File: src/sbg_pkg.sv
package sbg_pkg;
   localparam int unsigned PORT_W = 7;
   // reset values: all inputs, pull enabled, pull toward io_supply
   localparam logic [6:0] DIR_RST    = 7'h00;
   localparam logic [6:0] LATCH_RST  = 7'h7f;
   localparam logic [6:0] DRIVE_RST  = 7'h00;
   localparam logic [6:0] PULLUP_RST = 7'h7f;
   localparam logic [6:0] IE_RST     = 7'h00;
   localparam logic [6:0] EDGE_RST   = 7'h00;
   // bits with an alternate_function (port bits 4, 6 and 7 -> indices 4,5,6 of a 7-bit port)
   localparam logic [6:0] ALT_CAPABLE = 7'h70;

   // per-pin pad control handed to the pad ring
   typedef struct packed {
      logic [6:0] out_val;    // level driven when enabled
      logic [6:0] out_en_n;   // low while the pin is driven
      logic [6:0] pull_en;    // pull resistor on
      logic [6:0] pull_up;    // 1: toward io_supply, 0: toward io_ground
      logic [6:0] drive_hi;   // 1: higher drive setting
   } sbg_pad_s;

   // configuration bits from software
   typedef struct packed {
      logic [6:0] direction_select;
      logic [6:0] drive_strength_select;
      logic [6:0] pull_polarity_select;
      logic [6:0] irq_enable;
      logic [6:0] edge_rising;          // 1: rising edge, 0: falling edge
      logic [6:0] alt_select;           // hand pin to the timer channel
   } sbg_cfg_s;
endpackage

File: src/sbg_sync.sv
`timescale 1ns/1ps
// two-stage synchroniser for one pin
module sbg_sync
   import sbg_pkg::*;
(
   input  wire logic mclk_i,
   input  wire logic rst_i,
   input  wire logic d_i,
   output logic      q_o
);
   logic meta_q;

   // first stage feeds only the second stage
   always_ff @(posedge mclk_i) begin
      if (rst_i) begin
         meta_q <= 1'b1;
         q_o    <= 1'b1;
      end else begin
         meta_q <= d_i;
         q_o    <= meta_q;
      end
   end
endmodule // sbg_sync

File: src/sbg_gpio.sv
`timescale 1ns/1ps
module sbg_gpio
   import sbg_pkg::*;
(
   input  wire logic       mclk_i,
   input  wire logic       rst_i,
   input  wire logic [6:0] pin_i,            // pad input levels
   output sbg_pad_s        pad_o,            // pad controls
   input  wire sbg_cfg_s   cfg_i,            // software configuration
   input  wire logic       latch_wr_i,       // output_latch write strobe
   input  wire logic [6:0] latch_wdata_i,
   output logic [6:0]      output_latch_o,
   output logic [6:0]      pin_level_readback_o,
   input  wire logic [6:0] flag_clr_i,       // one-cycle clear per flag
   output logic [6:0]      event_flag_o,
   output logic [6:0]      irq_req_o,        // per-pin requests
   output logic            irq_o,            // any enabled request
   input  wire logic       stop_mode_i,
   output logic            wake_o,
   input  wire logic [6:0] timer_out_i,      // timer channel drive value
   input  wire logic [6:0] timer_oe_i,       // timer channel wants to drive
   output logic [6:0]      timer_sense_o     // synchronised level to timer
);
   logic [6:0] sync_w;
   logic [6:0] prev_q;
   logic [6:0] latch_q;
   logic [6:0] flag_q;
   logic [6:0] edge_w;
   logic [6:0] alt_w;
   logic [6:0] drv_w;
   logic [6:0] val_w;

   // one synchroniser per pin, asynchronous edges land safely
   genvar gi;
   generate
      for (gi = 0; gi < PORT_W; gi++) begin : g_sync
         sbg_sync u_sync (
            .mclk_i (mclk_i),
            .rst_i  (rst_i),
            .d_i    (pin_i[gi]),
            .q_o    (sync_w[gi])
         );
      end
   endgenerate

   // output latch, reset high so pulls are on
   always_ff @(posedge mclk_i) begin
      if (rst_i) begin
         latch_q <= LATCH_RST;
      end else if (latch_wr_i) begin
         latch_q <= latch_wdata_i;
      end
   end

   // pin state one cycle behind for edge detection
   always_ff @(posedge mclk_i) begin
      if (rst_i) begin
         prev_q <= 7'h7f;
      end else begin
         prev_q <= sync_w;
      end
   end

   // rising or falling edge per configuration
   assign edge_w = cfg_i.edge_rising & sync_w & ~prev_q
                 | ~cfg_i.edge_rising & ~sync_w & prev_q;

   // sticky flags; set beats a clear in the same cycle
   always_ff @(posedge mclk_i) begin
      if (rst_i) begin
         flag_q <= 7'h00;
      end else begin
         flag_q <= (flag_q & ~flag_clr_i) | edge_w;
      end
   end

   // alternate function only where the pin supports it
   assign alt_w = cfg_i.alt_select & ALT_CAPABLE;
   // direction: timer owns the pin when alternate function picked
   assign drv_w = (alt_w & timer_oe_i) | (~alt_w & cfg_i.direction_select);
   assign val_w = (alt_w & timer_out_i) | (~alt_w & latch_q);

   // pad controls registered so outputs come from flip-flops
   always_ff @(posedge mclk_i) begin
      if (rst_i) begin
         pad_o.out_val  <= 7'h00;
         pad_o.out_en_n <= 7'h7f;
         pad_o.pull_en  <= LATCH_RST;
         pad_o.pull_up  <= PULLUP_RST;
         pad_o.drive_hi <= DRIVE_RST;
      end else begin
         pad_o.out_val  <= val_w;
         pad_o.out_en_n <= ~drv_w;
         pad_o.pull_en  <= ~drv_w & latch_q;
         pad_o.pull_up  <= cfg_i.pull_polarity_select;
         pad_o.drive_hi <= cfg_i.drive_strength_select & drv_w;
      end
   end

   assign output_latch_o       = latch_q;
   assign pin_level_readback_o = sync_w;
   assign timer_sense_o        = sync_w;
   assign event_flag_o         = flag_q;
   assign irq_req_o            = flag_q & cfg_i.irq_enable;
   assign irq_o                = |irq_req_o;
   // wake is a level; the clock may be stopped, so no registering here
   assign wake_o               = stop_mode_i & irq_o;

   property p_flag_sets;
      @(posedge mclk_i) disable iff (rst_i)
      (edge_w[0]) |=> flag_q[0];
   endproperty
   a_flag_sets: assert property (p_flag_sets) else $error("edge did not set flag");

   property p_flag_sticky;
      @(posedge mclk_i) disable iff (rst_i)
      (flag_q[1] && !flag_clr_i[1]) |=> flag_q[1];
   endproperty
   a_flag_sticky: assert property (p_flag_sticky) else $error("flag dropped without clear");

   property p_irq_gate;
      @(posedge mclk_i) disable iff (rst_i)
      irq_o |-> |(flag_q & cfg_i.irq_enable);
   endproperty
   a_irq_gate: assert property (p_irq_gate) else $error("request without enabled flag");

   property p_wake;
      @(posedge mclk_i) disable iff (rst_i)
      (stop_mode_i && |(flag_q & cfg_i.irq_enable)) |-> wake_o;
   endproperty
   a_wake: assert property (p_wake) else $error("no wake in stop mode");

   property p_drive_follows;
      @(posedge mclk_i) disable iff (rst_i)
      (cfg_i.direction_select[2] && !alt_w[2]) |=> (!pad_o.out_en_n[2] && pad_o.out_val[2] == $past(latch_q[2]));
   endproperty
   a_drive_follows: assert property (p_drive_follows) else $error("output pin not driven from latch");

   property p_pull_input;
      @(posedge mclk_i) disable iff (rst_i)
      (!cfg_i.direction_select[3] && !alt_w[3]) |=> (pad_o.pull_en[3] == $past(latch_q[3]) && pad_o.out_en_n[3]);
   endproperty
   a_pull_input: assert property (p_pull_input) else $error("input pull not from latch");

   property p_readback_delay;
      @(posedge mclk_i) disable iff (rst_i)
      ##2 (pin_level_readback_o == $past(pin_i, 2));
   endproperty
   a_readback_delay: assert property (p_readback_delay) else $error("readback not two stages behind");

   property p_polarity;
      @(posedge mclk_i) disable iff (rst_i)
      1'b1 |=> pad_o.pull_up == $past(cfg_i.pull_polarity_select);
   endproperty
   a_polarity: assert property (p_polarity) else $error("pull polarity mismatch");

   property p_alt_masked;
      @(posedge mclk_i) disable iff (rst_i)
      (cfg_i.alt_select[0] && cfg_i.direction_select[0] == 1'b0) |=> pad_o.out_en_n[0];
   endproperty
   a_alt_masked: assert property (p_alt_masked) else $error("alternate function on unsupported bit");

   // checks against inputs and across pad fields, except a_flag_clears, which conditions on the internal edge_w term
   property p_latch_write;
      @(posedge mclk_i) disable iff (rst_i)
      latch_wr_i |=> output_latch_o == $past(latch_wdata_i);
   endproperty
   a_latch_write: assert property (p_latch_write) else $error("latch write lost");

   property p_latch_hold;
      @(posedge mclk_i) disable iff (rst_i)
      !latch_wr_i |=> $stable(output_latch_o);
   endproperty
   a_latch_hold: assert property (p_latch_hold) else $error("latch changed without write");

   property p_flag_clears;
      @(posedge mclk_i) disable iff (rst_i)
      (flag_clr_i[0] && !edge_w[0]) |=> !event_flag_o[0];
   endproperty
   a_flag_clears: assert property (p_flag_clears) else $error("flag not cleared");

   property p_rising_sets;
      @(posedge mclk_i) disable iff (rst_i)
      (cfg_i.edge_rising[1] && pin_level_readback_o[1] && !$past(pin_level_readback_o[1])) |=> event_flag_o[1];
   endproperty
   a_rising_sets: assert property (p_rising_sets) else $error("rising edge missed");

   property p_drive_only_out;
      @(posedge mclk_i) disable iff (rst_i)
      (pad_o.drive_hi & pad_o.out_en_n) == 7'h00;
   endproperty
   a_drive_only_out: assert property (p_drive_only_out) else $error("drive strength on undriven pin");

   property p_pull_off_driven;
      @(posedge mclk_i) disable iff (rst_i)
      (pad_o.pull_en & ~pad_o.out_en_n) == 7'h00;
   endproperty
   a_pull_off_driven: assert property (p_pull_off_driven) else $error("pull on while driving");

   property p_plain_bits;
      @(posedge mclk_i) disable iff (rst_i)
      1'b1 |=> pad_o.out_en_n[3:0] == ~$past(cfg_i.direction_select[3:0]);
   endproperty
   a_plain_bits: assert property (p_plain_bits) else $error("plain bit direction wrong");

   property p_timer_drives;
      @(posedge mclk_i) disable iff (rst_i)
      (cfg_i.alt_select[4] && timer_oe_i[4])
         |=> (!pad_o.out_en_n[4] && pad_o.out_val[4] == $past(timer_out_i[4]));
   endproperty
   a_timer_drives: assert property (p_timer_drives) else $error("timer does not drive its pin");

   property p_reset_state;
      @(posedge mclk_i)
      rst_i |=> (output_latch_o == LATCH_RST && pad_o.out_en_n == 7'h7f && pad_o.pull_up == PULLUP_RST
                 && event_flag_o == 7'h00);
   endproperty
   a_reset_state: assert property (p_reset_state) else $error("reset state wrong");
endmodule // sbg_gpio

File: config.mk
export PLATFORM = sky130hd
export DESIGN_NAME = sbg_gpio
export DESIGN_NICKNAME = d
export VERILOG_FILES = /design/src/sbg_pkg.sv /design/src/sbg_sync.sv /design/src/sbg_gpio.sv
export SDC_FILE = /design/constraint.sdc
export NUM_CORES = 1
export LEC_CHECK = 0
export BUFFER_PORTS_ARGS = -buffer_cell sky130_fd_sc_hd__buf_4
export CORE_UTILIZATION = 41
export DETAILED_ROUTE_END_ITERATION = 10
export PLACE_DENSITY = 0.78
export SLEW_MARGIN = 0
export SYNTH_ARGS = -nofsm -noshare
export SYNTH_HDL_FRONTEND = slang
export SYNTH_HIERARCHICAL = 1
export SYNTH_SLANG_ARGS = --single-unit
File: constraint.sdc
create_clock -name mclk_i -period 1.17 [get_ports mclk_i]
set_input_delay 0.234 -clock mclk_i [delete_from_list [all_inputs] [get_ports mclk_i]]
set_output_delay 0.234 -clock mclk_i [all_outputs]
set_load 0.05 [all_outputs]
* Word level (Yosys, flattened, before mapping)
Index checks and enable logic that the tools add are counted.
Word-level totals: logic and storage cells 46, register bits after elaboration 70, output and inout bits 72, bits of input ports 81
Cells by class: reductions and logical operators 1, bitwise operators 23
Operators by type and width (number):
- $and A7 B7 Y7 | 12
- $not A7 Y7 | 6
- $or A7 B7 Y7 | 4
- $reduce_or A7 Y1 | 1
- $and A1 B1 Y1 | 1

* Logic depth before layout (Yosys ltp)
word-level depth 5, mapped depth 3, gate-level depth less buffers 2

* Modules after synthesis
Netlist, hierarchy kept.
By module, submodules not included:
- sbg_gpio | instances 1, area an instance 1974.4 um^2, cells an instance 184, seq. area each 1121.1 um^2
- sbg_sync | instances 7, area an instance 52.6 um^2, cells an instance 4, seq. area each 40.0 um^2

* Worst setup path before layout
No wires, ideal clock.
kind flip-flop to output port, start point register flag_q[3], in the netlist event_flag_o[3], end point output port wake_o, data required time 0.936 ns, setup slack -0.811 ns, stages on the path, launching flop included 3, arrival 1.747 ns, cell sequence dfxtp_1 -> a22oi_1 -> a31oi_1
Between the ends: word-level cells in the longest chain between the ends 3
RTL lines:
- start: declaration | RTL line sbg_gpio.sv:27 | logic [6:0] flag_q;
- start signal: assignment | RTL line sbg_gpio.sv:73 | flag_q <= (flag_q & ~flag_clr_i) | edge_w;
- $and A7 B7 Y7 | RTL line sbg_gpio.sv:104 | assign irq_req_o = flag_q & cfg_i.irq_enable;
- $reduce_or A7 Y1 | RTL line sbg_gpio.sv:105 | assign irq_o = |irq_req_o;
- $and A1 B1 Y1 | RTL line sbg_gpio.sv:107 | assign wake_o = stop_mode_i & irq_o;
- end: declaration | RTL line sbg_gpio.sv:19 | output logic wake_o,
No other way between the ends.

* Worst setup path in the final report
start point register flag_q[6], in the netlist event_flag_o[6], end point output port irq_o
Between the ends: word-level cells in the longest chain between the ends 2
RTL lines:
- $and A7 B7 Y7 | RTL line sbg_gpio.sv:104
- $reduce_or A7 Y1 | RTL line sbg_gpio.sv:105
- end: declaration | RTL line sbg_gpio.sv:17 | output logic irq_o,
No other way between the ends.

==> metrics.txt <==
1st-iter DRT viols 49; sink count of the clock tree 70; cell family with the largest share of critical-path delay compound AO/OA/AOI/OAI gates; Max clock buf depth 2; max_slew headroom 62.39%; post-route insts no fill 433; unrepaired setup endpoints after global routing yes; wire length of the first global-routing pass about 7.7 mm; Die Y-Extent 77.59 um; cell chain of the critical path a222oi_1 -> buf_4 -> nand3_2 -> buf_6; Final nets 437; share of final-layout standard cells stronger than drive strength 1 57.89%; antenna violations before repair 0; Core Util, Final a little over two thirds; maximum single-stage delay on the critical path 0.39 ns; worst slack after detailed placement -0.2435 ns; biggest area contributors in the synthesized netlist dfxtp_1 (60%), or2_2 (4.5%), buf_4 (4.2%); post-DP HPWL 3.708 mm; count of hold-fix buffers inserted at cts 0; worst reg2reg path startpoint g_sync[6].u_sync/q_o; worst clock skew 0.007851 ns; vias after detailed routing approximately 1900; most frequent cells in the layout buf_4 (122), dfxtp_1 (53), buf_6 (21); highest fanout seen on the critical path 2; number of flip-flops and latches in the synthesized netlist 70; hold path cells 2; endpoint of the worst hold-timing path pad_o[11]; layout-stage area growth over the synthesis result 64.05%; final slew viol count 0; final antenna diode count 0; Initial Util 42.54%; CORE AREA 5507 sq um; maximum vdd ir drop 0.001083 V; setup slack on the worst flop-to-flop path 0.19 ns; maximum number of pins on one net before global-route repair 67; global router's overall resource usage 16.61%; CTS clk-pin slew, worst paths 0.08 ns; Total Routed Length around 5.2 mm; per-instance average area after synthesis 11.05 sq um; min-delay worst type primary input to flip-flop; Pwr per Cell Area 1464 nW/um^2; Via density 4.409; Hold Violations, Final 0; total buffers and inverters traversed by the critical path 2; number of synthesis warnings 6; number of I/O pins 153; total iterations of the first detailed-routing run 4; buffers added on ports 140; violated checks setup timing; via count of the first global-routing pass 1675; worst path arrival time 1.49 ns; count of distinct cell types in the synthesized netlist 21; number of cell instances on the worst register-to-register path 2; library cell occupying the most area in the post-synthesis netlist dfxtp_1; shortest period the worst path allows 1.729 ns; run status complete, but fails checks; total power draw 5.626 mW; Leakage Power 1.787 nW; full die area 6019 sq um; total CTS buffers 9; Placer Congestion 0.6951; most common cell after layout, fill and taps aside buf_4; share of the clock period used by the worst path 147.7%; Max-Cap Viols 0; post-route DRC violation count 0; Placed Cells incl. Taps 413; portion of synthesized cell area occupied by the leading cell type 59.83%; Min-Delay Startpoint cfg_i[25]; Worst setup SP type flip-flop; required time of the critical path approximately 0.94 ns; total negative slack for setup checks -1.832 ns; clock tree root buffer cell clkbuf_8; slew at the pin closest to its max-slew limit approximately 0.56 ns; crit path capture type output pin; post-route worst setup slack -0.5586 ns; synthesized netlist net count ~290; Rows 27; overflow left after global routing 0; clock tree from TritonCTS yes; FMAX 0.5785 GHz; die boundary width roughly 78 um; type of the worst setup path flip-flop to output pin; drt wl/cell around 12 um; slowest cell on the critical path a222oi_1; final antenna-violating net count 0; H-Tree Depth 3; gate count after technology mapping 212; end of the worst register-to-register path event_flag_o[6]; count of final setup violators 11; post-synth design cell area 2342 sq um; share of the yosys chip area belonging to registers 59.83%; worst-skew pair later-pin latency 0.33 ns
## cell families (layout without fill, tap and decap cells)
family,count (synthesis),in the layout,synth area share (%)
and+or+nand+nor,85,85,23.18
DFF,70,70,59.83
buffers and inverters,26,175,6.357
muxes,6,6,2.564
AOI/OAI and AO/OA,25,25,8.066
## per-layer routing
layer  track usage, %  wire [um]
met5                0          0
met4            9.057         93
met3            3.412        254
met2            30.80       2862
met1            17.37       2028
## report_power, final
part,leakage [nW],internal [mW],switching (mW)
Combinational,1.10,0.457,0.649
Sequential,0.581,2.51,0.0627
Clock,0.103,1.05,0.891
Total,1.79,4.02,1.60
## synthesized netlist by cell type
cell type,instances
a222oi_1,1
or2_1,14
mux2i_1,6
nor3b_1,3
nand2b_1,11
or2_2,17
a22oi_1,2
or3b_1,7
buf_4,13
clkbuf_1,2
buf_2,2
inv_1,9
and2_1,7
nor2_1,7
a21o_1,7
nand3b_1,7
dfxtp_1,70
a31oi_1,8
a211o_1,7
nor2b_1,11
nand3_1,1
## worst register-to-register path: stages, from the launching register on
cell	delay, ns
dfxtp_2	0.35
or3b_1	0.38
a31oi_1	0.16
## timing repair
| item | 4_1_cts | 5_1_grt |
|---|---|---|
| gates resized for setup | 26 | 20 |
| pin swaps | 3 | 5 |
| gates cloned | 0 | 0 |
| endpoints found under the setup margin | 15 | 21 |
| endpoints found under the hold margin | 0 | 0 |
| setup buffers | 1 | 6 |
## worst max path at each step
stage / slack, ns / from / end / cells past startpoint
6_report: -0.56 / event_flag_o[6] / irq_o / 4
3_3_place_gp: -0.20 / cfg_i[20] / wake_o / 5
5_1_grt: -0.58 / event_flag_o[6] / irq_o / 4
3_5_place_dp: -0.24 / cfg_i[20] / wake_o / 5
2_1_floorplan: -0.40 / event_flag_o[6] / irq_o / 2
4_1_cts: -0.54 / event_flag_o[6] / wake_o / 4
## stage by stage
| step | cell area, sq um | hold WS, ns |
|---|---|---|
| CTS | 3766 | 0.06900 |
| finish | 3842 | 0.08250 |
| global placement | 3462 | 0.3892 |
| floorplan | 2391 | 0.3293 |
| global route | 3842 | 0.07075 |
| detailed placement | 3462 | 0.3914 |
## layout make-up
cell class,instances,area [sq um]
Sequential cell,70,1428
Multi-Input combinational cell,116,827.0
Clock buffer,10,137.6
Timing Repair Buffer,150,1257
Tap cell,72,90.09
Clock inverter,6,68.82
Inverter,9,33.78
Fill cell,431,1664
## state kept, by name, summed over array words and instances (netlist names)
register / count
g_sync.u_sync/q_o: 7
pad_o: 35
prev_q: 7
output_latch_o: 7
g_sync.u_sync/meta_q: 7
event_flag_o: 7
Power figures use the tool's default switching activity.
